## src/hw/apd_pkg.sv

```systemverilog
// pwrdn_pkg: constants and types shared by the power-down unit and its counter.
// assumes a 100 MHz core clock; all figures below are used by name only.
package pwrdn_pkg;

  // ****************************************************************
  // idle counter
  // ****************************************************************
  localparam int                CTR_W     = 4;
  localparam logic [CTR_W-1:0]  IDLE_LAST = 4'hF;
  localparam logic [CTR_W-1:0]  CTR_ZERO  = 4'h0;

  // ****************************************************************
  // power-mode registers
  // ****************************************************************
  localparam int             PM_W              = 8;
  localparam logic [PM_W-1:0] PM_RESET         = 8'h00;
  // only bits 1, 3, 4 and 5 exist in register 0; the rest read zero
  localparam logic [PM_W-1:0] PM0_WR_MASK      = 8'h3A;
  localparam int             PM0_AUTO_EN       = 1;
  localparam int             PM0_FAST_OFF      = 3;
  localparam int             PM0_AND_CLK_OFF   = 4;
  localparam int             PM0_MCELL_CLK_OFF = 5;
  localparam logic           PM_SEL_REG0       = 1'b0;

  // ****************************************************************
  // memory selects: flash, eeprom, sram, io control decode
  // ****************************************************************
  localparam int              MEM_N    = 4;
  localparam logic [MEM_N-1:0] MEM_NONE = 4'h0;
  localparam logic [MEM_N-1:0] MEM_ALL  = 4'hF;

  // ****************************************************************
  // port pin function while powered down
  // ****************************************************************
  localparam logic [1:0] PIN_HOLD     = 2'h0;
  localparam logic [1:0] PIN_ADDR_OUT = 2'h1;
  localparam logic [1:0] PIN_TRI      = 2'h2;

  // ****************************************************************
  // timing
  // ****************************************************************
  localparam int         CLK_PERIOD_NS  = 10;
  localparam int         ARRAY_IDLE_NS  = 70;
  localparam int         ARRAY_IDLE_CYC = (ARRAY_IDLE_NS + CLK_PERIOD_NS - 1) / CLK_PERIOD_NS;
  localparam logic [3:0] ARRAY_IDLE_CNT = 4'(ARRAY_IDLE_CYC);
  localparam logic [3:0] WAIT_ZERO      = 4'h0;

  typedef enum logic {ST_RUN, ST_DOWN} pd_state_e;

endpackage

```

## src/hw/apd_ctr_if.sv

```systemverilog
// idle_ctr_if: link between the power-down control and its idle counter.
// assumes both ends sit on the same core clock.
`timescale 1ns/1ps
`default_nettype none
interface idle_ctr_if;
  import pwrdn_pkg::*;
  logic             tick;
  logic             strobe_pulse;
  logic             count_en;
  logic [CTR_W-1:0] count;
  logic             expired;

  modport ctl (output tick, output strobe_pulse, output count_en,
               input count, input expired);
  modport ctr (input tick, input strobe_pulse, input count_en,
               output count, output expired);
endinterface
`default_nettype wire

```

## src/hw/apd_idle_counter.sv

```systemverilog
// idle_counter: four-bit count of input-clock periods without strobe.
// assumes tick and strobe_pulse are one-cycle pulses on core_clk.
`timescale 1ns/1ps
`default_nettype none
module idle_counter
  import pwrdn_pkg::*;
(
  // clock and reset
  input  wire logic core_clk,
  input  wire logic srst,
  // counter link
  idle_ctr_if.ctr   cif
);

  logic [CTR_W-1:0] count_r;

  // a strobe in the same cycle as a tick wins: the idle interval restarts
  always_ff @(posedge core_clk) begin
    if (srst) begin
      count_r <= CTR_ZERO;
    end else if (!cif.count_en || cif.strobe_pulse) begin
      count_r <= CTR_ZERO;
    end else if (cif.tick && count_r != IDLE_LAST) begin
      count_r <= count_r + 1'b1;
    end
  end

  assign cif.count   = count_r;
  assign cif.expired = (count_r == IDLE_LAST);

endmodule
`default_nettype wire

```

## src/hw/auto_power_down_unit.sv

```systemverilog
// auto_power_down_unit: strobe idle watch, power-down state, bus blocking,
// memory deselect, port pin hold and the two power-mode registers.
// assumes every pin input is synchronous to core_clk; srst is power-up only.
`timescale 1ns/1ps
`default_nettype none
module auto_power_down_unit
  import pwrdn_pkg::*;
#(
  parameter int         AW            = 16,
  parameter int         DW            = 8,
  parameter int         CW            = 8,
  parameter int         PINS          = 8,
  parameter logic [3:0] WAKE_WAIT_CYC = 4'h2
) (
  // clock and power-up reset
  input  wire logic                core_clk,
  input  wire logic                srst,
  // device pins
  input  wire logic                addr_strobe_in,
  input  wire logic                logic_clock_in,
  input  wire logic                cs_n_in,
  input  wire logic                reset_n_in,
  // MCU bus
  input  wire logic [AW-1:0]       mcu_addr_in,
  input  wire logic [DW-1:0]       mcu_data_in,
  input  wire logic [CW-1:0]       mcu_ctrl_in,
  // power-mode register access
  input  wire logic                pm_wr_en,
  input  wire logic                pm_wr_sel,
  input  wire logic [PM_W-1:0]     pm_wr_data,
  output logic      [PM_W-1:0]     power_mode_reg0,
  output logic      [PM_W-1:0]     power_mode_reg2,
  // logic array side
  output logic      [AW-1:0]       array_addr,
  output logic      [DW-1:0]       array_data,
  output logic      [CW-1:0]       array_ctrl,
  output logic                     and_array_tick,
  output logic                     mcell_tick,
  output logic                     fast_mode_on,
  output logic                     array_standby,
  // memory side
  output logic      [MEM_N-1:0]    mem_enable,
  output logic                     mem_wait,
  output logic                     mem_standby,
  // port pins
  input  wire logic [2*PINS-1:0]   pin_mode,
  input  wire logic [PINS-1:0]     pin_out_core,
  input  wire logic [PINS-1:0]     pin_oe_core,
  output logic      [PINS-1:0]     pin_out,
  output logic      [PINS-1:0]     pin_oe,
  // status
  output logic                     power_down_signal
);

  // ****************************************************************
  // pin edge detection
  // ****************************************************************
  logic strobe_prev_r;
  logic clk_prev_r;
  logic cs_prev_r;
  logic rst_prev_r;
  logic strobe_pulse;
  logic clk_rise;
  logic cs_fall;
  logic rst_rise;

  always_ff @(posedge core_clk) begin
    if (srst) begin
      strobe_prev_r <= 1'b0;
      clk_prev_r    <= 1'b0;
      cs_prev_r     <= 1'b0;
      rst_prev_r    <= 1'b1;
    end else begin
      strobe_prev_r <= addr_strobe_in;
      clk_prev_r    <= logic_clock_in;
      cs_prev_r     <= cs_n_in;
      rst_prev_r    <= reset_n_in;
    end
  end

  assign strobe_pulse = addr_strobe_in & ~strobe_prev_r;
  assign clk_rise     = logic_clock_in & ~clk_prev_r;
  assign cs_fall      = cs_prev_r & ~cs_n_in;
  assign rst_rise     = reset_n_in & ~rst_prev_r;

  // ****************************************************************
  // power-mode registers
  // ****************************************************************
  logic [PM_W-1:0] pm0_r;
  logic [PM_W-1:0] pm2_r;
  logic            auto_en;

  // the device reset pin is deliberately not looked at here
  always_ff @(posedge core_clk) begin
    if (srst) begin
      pm0_r <= PM_RESET;
      pm2_r <= PM_RESET;
    end else if (pm_wr_en) begin
      if (pm_wr_sel == PM_SEL_REG0) begin
        pm0_r <= pm_wr_data & PM0_WR_MASK;
      end else begin
        pm2_r <= pm_wr_data;
      end
    end
  end

  assign power_mode_reg0 = pm0_r;
  assign power_mode_reg2 = pm2_r;
  assign auto_en         = pm0_r[PM0_AUTO_EN];
  assign fast_mode_on    = ~pm0_r[PM0_FAST_OFF];

  // ****************************************************************
  // idle counter and power-down state
  // ****************************************************************
  idle_ctr_if cif ();
  pd_state_e  state_r;
  logic       pd;

  idle_counter u_idle (
    .core_clk (core_clk),
    .srst     (srst),
    .cif      (cif.ctr)
  );

  // the counter sees the raw input clock edge, whatever the blocking bits say
  assign cif.tick         = clk_rise;
  assign cif.strobe_pulse = strobe_pulse;
  assign cif.count_en     = auto_en && (state_r == ST_RUN);

  // enabling the unit is all it takes; there is no second entry switch
  always_ff @(posedge core_clk) begin
    if (srst) begin
      state_r <= ST_RUN;
    end else begin
      case (state_r)
        ST_RUN: begin
          if (auto_en && cif.expired) begin
            state_r <= ST_DOWN;
          end
        end
        ST_DOWN: begin
          if (strobe_pulse) begin
            state_r <= ST_RUN;
          end else if (cs_fall || rst_rise) begin
            state_r <= ST_RUN;
          end else if (!auto_en) begin
            state_r <= ST_RUN;
          end
        end
        default: begin
          state_r <= ST_RUN;
        end
      endcase
    end
  end

  assign pd                = (state_r == ST_DOWN);
  assign power_down_signal = pd;

  // ****************************************************************
  // array side: bus blocking, control blocking, clock gating
  // ****************************************************************
  logic [CW-1:0] ctrl_pass;

  genvar gi;
  generate
    for (gi = 0; gi < CW; gi++) begin : g_ctrl_block
      assign ctrl_pass[gi] = mcu_ctrl_in[gi] & ~pm2_r[gi];
    end
  endgenerate

  // arrays keep the last address and data while powered down; chip select does not
  // take part, so deselecting the memories never starves the arrays
  always_ff @(posedge core_clk) begin
    if (srst) begin
      array_addr <= '0;
      array_data <= '0;
    end else if (!pd) begin
      array_addr <= mcu_addr_in;
      array_data <= mcu_data_in;
    end
  end

  always_ff @(posedge core_clk) begin
    if (srst) begin
      array_ctrl <= '0;
    end else begin
      array_ctrl <= ctrl_pass;
    end
  end

  always_ff @(posedge core_clk) begin
    if (srst) begin
      and_array_tick <= 1'b0;
      mcell_tick     <= 1'b0;
    end else begin
      and_array_tick <= clk_rise & ~pm0_r[PM0_AND_CLK_OFF];
      mcell_tick     <= clk_rise & ~pm0_r[PM0_MCELL_CLK_OFF];
    end
  end

  // ****************************************************************
  // array standby
  // ****************************************************************
  logic       array_change;
  logic [3:0] arr_idle_r;

  assign array_change = (clk_rise && !pm0_r[PM0_AND_CLK_OFF])
                     || (ctrl_pass != array_ctrl)
                     || (!pd && (mcu_addr_in != array_addr))
                     || (!pd && (mcu_data_in != array_data));

  // with fast mode on the arrays never idle down, trading power for speed
  always_ff @(posedge core_clk) begin
    if (srst) begin
      arr_idle_r <= WAIT_ZERO;
    end else if (array_change) begin
      arr_idle_r <= WAIT_ZERO;
    end else if (arr_idle_r != ARRAY_IDLE_CNT) begin
      arr_idle_r <= arr_idle_r + 1'b1;
    end
  end

  assign array_standby = !fast_mode_on && (arr_idle_r == ARRAY_IDLE_CNT);

  // ****************************************************************
  // memory side
  // ****************************************************************
  logic       bus_change;
  logic [3:0] wait_cnt_r;

  assign mem_enable = (!cs_n_in && !pd) ? MEM_ALL : MEM_NONE;
  assign bus_change = (mcu_addr_in != array_addr) || (mcu_data_in != array_data);

  // a memory wakes for one cycle per visible bus change, then idles again
  always_ff @(posedge core_clk) begin
    if (srst) begin
      mem_standby <= 1'b1;
    end else begin
      mem_standby <= !(bus_change && !pd && !cs_n_in);
    end
  end

  always_ff @(posedge core_clk) begin
    if (srst) begin
      wait_cnt_r <= WAIT_ZERO;
    end else if (cs_fall) begin
      wait_cnt_r <= WAKE_WAIT_CYC;
    end else if (wait_cnt_r != WAIT_ZERO) begin
      wait_cnt_r <= wait_cnt_r - 1'b1;
    end
  end

  assign mem_wait = (wait_cnt_r != WAIT_ZERO);

  // ****************************************************************
  // port pins
  // ****************************************************************
  generate
    for (gi = 0; gi < PINS; gi++) begin : g_pin
      logic [1:0] mode;
      assign mode = pin_mode[2*gi +: 2];

      // address-out pins are undefined when powered down; low is chosen here
      always_ff @(posedge core_clk) begin
        if (srst) begin
          pin_out[gi] <= 1'b0;
          pin_oe[gi]  <= 1'b0;
        end else if (!pd) begin
          pin_out[gi] <= pin_out_core[gi];
          pin_oe[gi]  <= pin_oe_core[gi];
        end else if (mode == PIN_ADDR_OUT) begin
          pin_out[gi] <= 1'b0;
        end else if (mode == PIN_TRI) begin
          pin_oe[gi]  <= 1'b0;
        end
      end
    end
  endgenerate
endmodule
`default_nettype wire

```

## config.mk

```make
export PLATFORM = sky130hd
export DESIGN_NAME = auto_power_down_unit
export DESIGN_NICKNAME = d
export VERILOG_FILES = /design/src/hw/apd_pkg.sv /design/src/hw/apd_ctr_if.sv /design/src/hw/apd_idle_counter.sv /design/src/hw/auto_power_down_unit.sv
export SDC_FILE = /design/constraint.sdc
export NUM_CORES = 1
export LEC_CHECK = 0
export BUFFER_PORTS_ARGS = -buffer_cell sky130_fd_sc_hd__buf_2
export CORE_MARGIN = 3
export CORE_UTILIZATION = 45
export CTS_BUF_LIST = sky130_fd_sc_hd__clkbuf_8
export DETAILED_ROUTE_END_ITERATION = 10
export PLACE_DENSITY = 0.77
export SLEW_MARGIN = 30
export SYNTH_ARGS = -nofsm -noshare
export SYNTH_HDL_FRONTEND = slang
export SYNTH_SLANG_ARGS = --single-unit
```

## constraint.sdc

```tcl
create_clock -name core_clk -period 2.13 [get_ports core_clk]
set_input_delay 0 -clock core_clk [delete_from_list [all_inputs] [get_ports core_clk]]
set_output_delay 0 -clock core_clk [all_outputs]
set_load 0.02 [all_outputs]
```

**Yosys cells after proc, flatten, opt, wreduce, memory -nomap -nowiden**

Cells that the tools add are included.

- $add $sub $neg: 3
- Equal/unequal tests: 47
- Muxes and demuxes: 48
- Bitwise logic cells: 31
- Reductions and logical operators: 36

Operators by type and width:

| cell | number |
|---|---|
| $mux 1 | 44 |
| $ne 2x1->1 const B | 16 |
| $reduce_and 2->1 | 10 |
| $not 1->1 | 17 |
| $eq 2x1->1 const B | 8 |
| $eq 2x2->1 const B | 8 |
| $ne 16x16->1 | 1 |
| $ne 2x2->1 const B | 8 |
| $ne 8x8->1 | 2 |
| $and 1x1->1 | 14 |
| $logic_and 1x1->1 | 10 |
| $add 4x1->4 const B | 2 |
| $logic_or 1x1->1 | 6 |
| $reduce_or 2->1 | 3 |
| $logic_not 1->1 | 5 |
| $eq 4x3->1 const B | 1 |
| $eq 4x4->1 const B | 1 |
| $mux 2 | 2 |
| $mux 4 | 1 |
| $ne 4x3->1 const B | 1 |
| $ne 4x4->1 const B | 1 |
| $reduce_bool 4->1 | 1 |
| $sub 4x1->4 const B | 1 |
| $pmux 1 s2 | 1 |
| $reduce_bool 2->1 | 1 |

- Flip-flop bits (word level): 80
- Bits of input ports: 80
- Output and inout port bits: 75

**Longest topological paths before layout**

- Word-level depth: 7
- Depth in mapped cells: 6
- Depth with buffers taken out: 5

**Modules after synthesis**

A second synthesis with hierarchy kept.

- Cell total of the unflattened synthesis: 378
- Area total of the unflattened synthesis: 3,464.6 um^2

Modules (own cells, without submodules):

| module | times used | cells each | area each (um^2) | sequential area each (um^2) |
|---|---|---|---|---|
| auto_power_down_unit | 1 | 356 | 3,261.9 | 1,521.5 |
| idle_counter | 1 | 22 | 202.7 | 80.1 |

**Worst setup path before layout**

No wires, ideal clock.

- Kind: register to register
- Start: reg pm2_r[2], in the netlist power_mode_reg2[2]
- End: reg arr_idle_r[0]
- Library setup time: 0.092 ns
- Data arrival time: 1.483 ns
- Slack: 0.555 ns
- Stages on the path, launching flop included: 6
- Buffers on the path: 0
- Cell sequence: dfxtp_1 -> nand2b_4 -> xor2_2 -> nand4_1 -> a2111o_1 -> nor4_1

- Longest elaborated chain between the ends: 7

RTL lines:

| element | RTL line | RTL |
|---|---|---|
| from (decl) | auto_power_down_unit.sv:90 | `logic [PM_W-1:0] pm2_r;` |
| from (signal assigned) | auto_power_down_unit.sv:102 | `pm2_r <= pm_wr_data;` |
| $not 1->1 | auto_power_down_unit.sv:168 | `assign ctrl_pass[gi] = mcu_ctrl_in[gi] & ~pm2_r[gi];` |
| $and 1x1->1 | auto_power_down_unit.sv:168 |  |
| $ne 8x8->1 | auto_power_down_unit.sv:209 | `\|\| (ctrl_pass != array_ctrl)` |
| $logic_or 1x1->1 | auto_power_down_unit.sv:209 |  |
| $logic_or 1x1->1 | auto_power_down_unit.sv:210 | `\|\| (!pd && (mcu_addr_in != array_addr))` |
| $logic_or 1x1->1 | auto_power_down_unit.sv:211 | `\|\| (!pd && (mcu_data_in != array_data));` |
| $reduce_or 2->1 (no line) | - |  |
| to (signal assigned) | auto_power_down_unit.sv:220 | `arr_idle_r <= arr_idle_r + 1'b1;` |
| to (decl) | auto_power_down_unit.sv:206 | `logic [3:0] arr_idle_r;` |

No other way between the ends.
A chain may end at the register's enable or synchronous reset.

**Worst setup path in the final report**

- Start: reg state_r, in the netlist power_down_signal
- End: reg pin_oe[6]

- Longest elaborated chain between the ends: 2

RTL lines:

| element | RTL line | RTL |
|---|---|---|
| from (decl) | auto_power_down_unit.sv:116 | `pd_state_e state_r;` |
| from (signal assigned) | auto_power_down_unit.sv:133 | `state_r <= ST_RUN;` |
| from (signal assigned) | auto_power_down_unit.sv:138 | `state_r <= ST_DOWN;` |
| from (signal assigned) | auto_power_down_unit.sv:143 | `state_r <= ST_RUN;` |
| $ne 2x1->1 (no line) or $ne 2x2->1 (tied branches) | - |  |
| $reduce_and 2->1 (no line) | - |  |
| to (signal, indexed assignment) | auto_power_down_unit.sv:271 | `pin_oe[gi] <= pin_oe_core[gi];` |
| to (decl) | auto_power_down_unit.sv:50 | `output logic [PINS-1:0] pin_oe,` |

Parallel ways exist; a longest one is shown, timed or not.

==> results.txt <==
The net load switching power was 0.8798 mW; the source-to-sink clock delay at the later pin of the worst-skew pair was 340 ps. For the starting DRC count in detailed routing, the log shows 68. Entering global routing, the biggest net connects 36 pins. The total of hold buffers inserted after clock tree synthesis was 74.

Across the run, the number of max-cap violations was 0. For this run, the number of standard cells in the final layout without fillers is 698. Of the total synthesized cell area, the portion taken by AND, OR, NAND and NOR gates is 19.72%.

By startpoint and endpoint, the worst setup path is classified as reg2reg. The largest total area in the synthesized netlist belongs to sky130_fd_sc_hd__dfxtp_1. The share of Yosys cell area claimed by the top area cell type came out at 46.49%.

Leaving out fill and tap cells, the most frequent cell in the layout is sky130_fd_sc_hd__buf_2. At the pin with the least slew margin, the transition time is 650.0 ps. For this block, the routed nets add up to 10010 um of wire.

The tools report the footprint of the multi-input gates as 0.001668 mm2. Dominant synthesized flop cell: sky130_fd_sc_hd__dfxtp_1. The core box area is 0.007331 mm2, and the xor and xnor area share after synthesis is 9.517%. The total via count after detailed routing came out at 3432. The logs give 0 for the max-slew violation count and 0.5236 GHz for the upper clock frequency limit. Counting flops with an async set or reset pin after synthesis yields a share of 0%. The global-route congestion overflow total was 0.

The min-delay analysis places its worst path in the category in2reg. The startpoint identified for the worst hold timing path is pin_mode[15]. Summing the areas of all fa, ha and maj instances in the mapped netlist gives 0.7265% of the synthesized area. Gates resized during post-CTS repair numbered 0.

Counting cells, the worst reg-to-reg path comes to 4. The startpoint identified for the worst register-to-register timing path is power_down_signal. The logs give 220 ps for the slack of the worst reg-to-reg path and 0 for the count of inserted antenna diode cells.

The clock input transition at the sequential cells of the worst setup and hold paths is 80 ps. Port buffering added 150 buffers. The share of total power dissipated in the clock network is 36.6%.

Measured against its own limit, the worst slew margin works out to 56.67%. Sequential share of power: 46.8%. After synthesis, the largest family of logic cells by area is simple AND/OR/NAND/NOR gates. Global routing used 23.21% of the available tracks across all layers. The tools report the TritonCTS buffer count as 9. The largest fanout on the critical path came out at 21.

The number of vias per cell was 4.917. For the worst setup path, the data required time is 2410 ps. Net switching is 25.52% of the power. TritonCTS built the clock tree. Across the VDD grid, the largest voltage drop is 0.0005504 V.

The layout cell share with drive strength beyond 1 works out to 30.05%. The arrival time at the worst endpoint came out at 2190 ps. After technology mapping, the gate count stands at 376. The library cells used most frequently in the layout, excluding fill and tap cells, are sky130_fd_sc_hd__buf_2 (150), sky130_fd_sc_hd__dfxtp_1 (79), sky130_fd_sc_hd__dlygate4sd3_1 (74), sky130_fd_sc_hd__nor2_1 (45), sky130_fd_sc_hd__a21oi_1 (34). Dividing the final minimum period by the clock period gives 89.67%. The layout overhead on the synthesized area is 51.40%. The post-detailed-route wirelength per cell is 14.34 um, and the share of the yosys chip area belonging to registers is 46.49%. The logs give 0.008740 mm2 for the floorplan die area and 46.99% for the initial cell density of the core. The synthesized area per cell was 9.161 um2; the total of flip-flops plus latches after synthesis was 80.

Sorting the synthesized cells by area gives the leading types as sky130_fd_sc_hd__dfxtp_1 (46%), sky130_fd_sc_hd__mux2i_1 (8.1%), sky130_fd_sc_hd__xnor2_1 (7.1%), sky130_fd_sc_hd__a21oi_1 (4.9%), sky130_fd_sc_hd__nor2_1 (4.9%). Setup repair after global routing left no endpoint under its margin. The total number of nets in the final design was 676; the cell total after placement was 608. The run gives 3514 as the number of global-route vias before repair. Summed over all nets, the half-perimeter wirelength after detailed placement is 6495 um. The flow ran to the end, and the final reports show no timing, DRC or antenna violations. The CTS H-tree depth is 3.

Summed over all failing endpoints, the final setup total negative slack is 0 ps. At the end of routability-driven placement, the weighted congestion stood at 0.8302. The post-synthesis compound-gate area fraction was 9.880%; the number of endpoints failing setup at the final stage was 0. The run gives 16100 um as the first-pass GRT wire length. The worst path in the final design needs a cycle of 1910 ps, including I/O delays and setup. Counting flops with a built-in enable in the synthesized netlist gives 0.

The maximum clock path buffer count came out at 2. During synthesis, Yosys emitted a total of 0 warnings. The CTS sink count is 80, and the final hold violation count is 0. The filler cells instantiated in the layout total 564. The number of ports placed on the die boundary was 155. The kind of start point of the critical path is a register.

The leakage power was 2.344 nW; the floorplan die height was 93.49 um. The standard-cell row count is 31, and the design internal power is 2.568 mW. After synthesis the cells add up to 0.003445 mm2.

The die is 93.49 um wide. Across the routed clock network, the largest skew measured is 8.585 ps. The logs give 32 for the number of distinct library cells after synthesis and 16.6% for the combinational group share of total power.

For hold timing, the worst endpoint is pin_out[7]. The kind of capture point of the worst setup path is a register. CTS placed an instance of sky130_fd_sc_hd__clkbuf_8 at the clock tree root. Sequential cell area: 0.001603 mm2. In this run the remaining antenna-violating nets after routing total 0. The initial antenna violation count came out at 0.

The first detailed-routing pass ran for 4 iterations. The multiplexer area fraction after synthesis was 8.137%. In this run the power density over the cells is 661.1 mW/mm2.

Post-CTS timing repair inserted 0 buffers for setup. In the routed design, unresolved DRC markers number 0. The endpoint identified for the worst register-to-register timing path is pin_oe[6]. Along the worst hold path, the cell count comes to 3.
-- flip-flops by register name, indices dropped and copies added (netlist names), 4 cells and up --
signal / cells
pin_oe: 8
pin_out: 8
array_ctrl: 8
array_data: 8
array_addr: 16
power_mode_reg2: 8
power_mode_reg0: 4
u_idle.cif.count: 4
wait_cnt_r: 4
arr_idle_r: 4
-- worst max-delay path by stage --
stage                             startpoint             to  slack [ps]  depth (start not counted)
final                      power_down_signal      pin_oe[6]         220                          4
after CTS                  power_down_signal      pin_oe[4]         290                          4
after floorplan           power_mode_reg2[2]  arr_idle_r[0]         550                          5
after detailed placement      array_addr[15]  arr_idle_r[1]         390                          5
after global routing       power_down_signal      pin_oe[5]         100                          4
after global placement         array_addr[9]  arr_idle_r[3]         530                          5
-- worst max-delay path, stage by stage (launching register included) --
cell	delay (ps)
sky130_fd_sc_hd__dfxtp_2	620
sky130_fd_sc_hd__buf_4	330
sky130_fd_sc_hd__o211ai_1	120
sky130_fd_sc_hd__a21oi_1	190
sky130_fd_sc_hd__dlygate4sd3_1	590
-- power groups by stage --
stage,sequential (mW),combinational (mW),clock [mW]
final,1.61,0.574,1.26
after CTS,1.61,0.566,1.30
after floorplan,1.72,0.199,0
after global placement,1.64,0.451,0
after global routing,1.62,0.621,1.36
after detailed placement,1.65,0.460,0
-- per-layer routing --
layer / part of all wire (%) / track usage (%)
met1: 38 / 23.99
met2: 53 / 43.78
met3: 4.3 / 3.781
met4: 4.6 / 13.06
met5: 0 / 0
-- synthesized netlist by cell type, drive strengths merged, types with 4 or more instances --
library cell / n
nor4: 5
nand3: 14
nor3: 4
nor2b: 14
mux2i: 28
o21ai: 4
a21oi: 34
nand2: 13
nand4: 7
o211ai: 16
nand2b: 23
xnor2: 28
buf: 14
dfxtp: 80
clkbuf: 10
nor2: 45
xor2: 6
inv: 18
-- per-stage QoR --
stage               setup WS [ps]  hold slack (ps)  area [um2]  util, %  power (mW)
floorplan                   555.0            83.45        3456        -       1.920
global placement            533.8            198.4        4243    57.88       2.092
detailed placement          392.7            201.4        4243    57.88       2.106
CTS                         289.1           0.2018        5215    71.14       3.475
global route                96.87            13.74        5215    71.14       3.599
finish                      220.1            16.05        5215    71.14       3.448
-- layout make-up --
| cell class | instances | share of cell area [%] |
|---|---|---|
| sequential | 80 | 30.73 |
| tap | 99 | 2.375 |
| multi-input combinational | 257 | 31.98 |
| clock inverter | 5 | 1.536 |
| inverter | 18 | 1.296 |
| clock buffer | 11 | 2.903 |
| timing repair buffer | 228 | 29.17 |
-- cell families after synthesis --
logic type	Yosys count
AND/OR/NAND/NOR	132
flip-flops	80
AO/OA/AOI/OAI	57
buffers and inverters	42
XOR/XNOR	34
multiplexers	28
adder cells (fa/ha/maj)	2
other	1
Power figures use the tool's default switching activity.
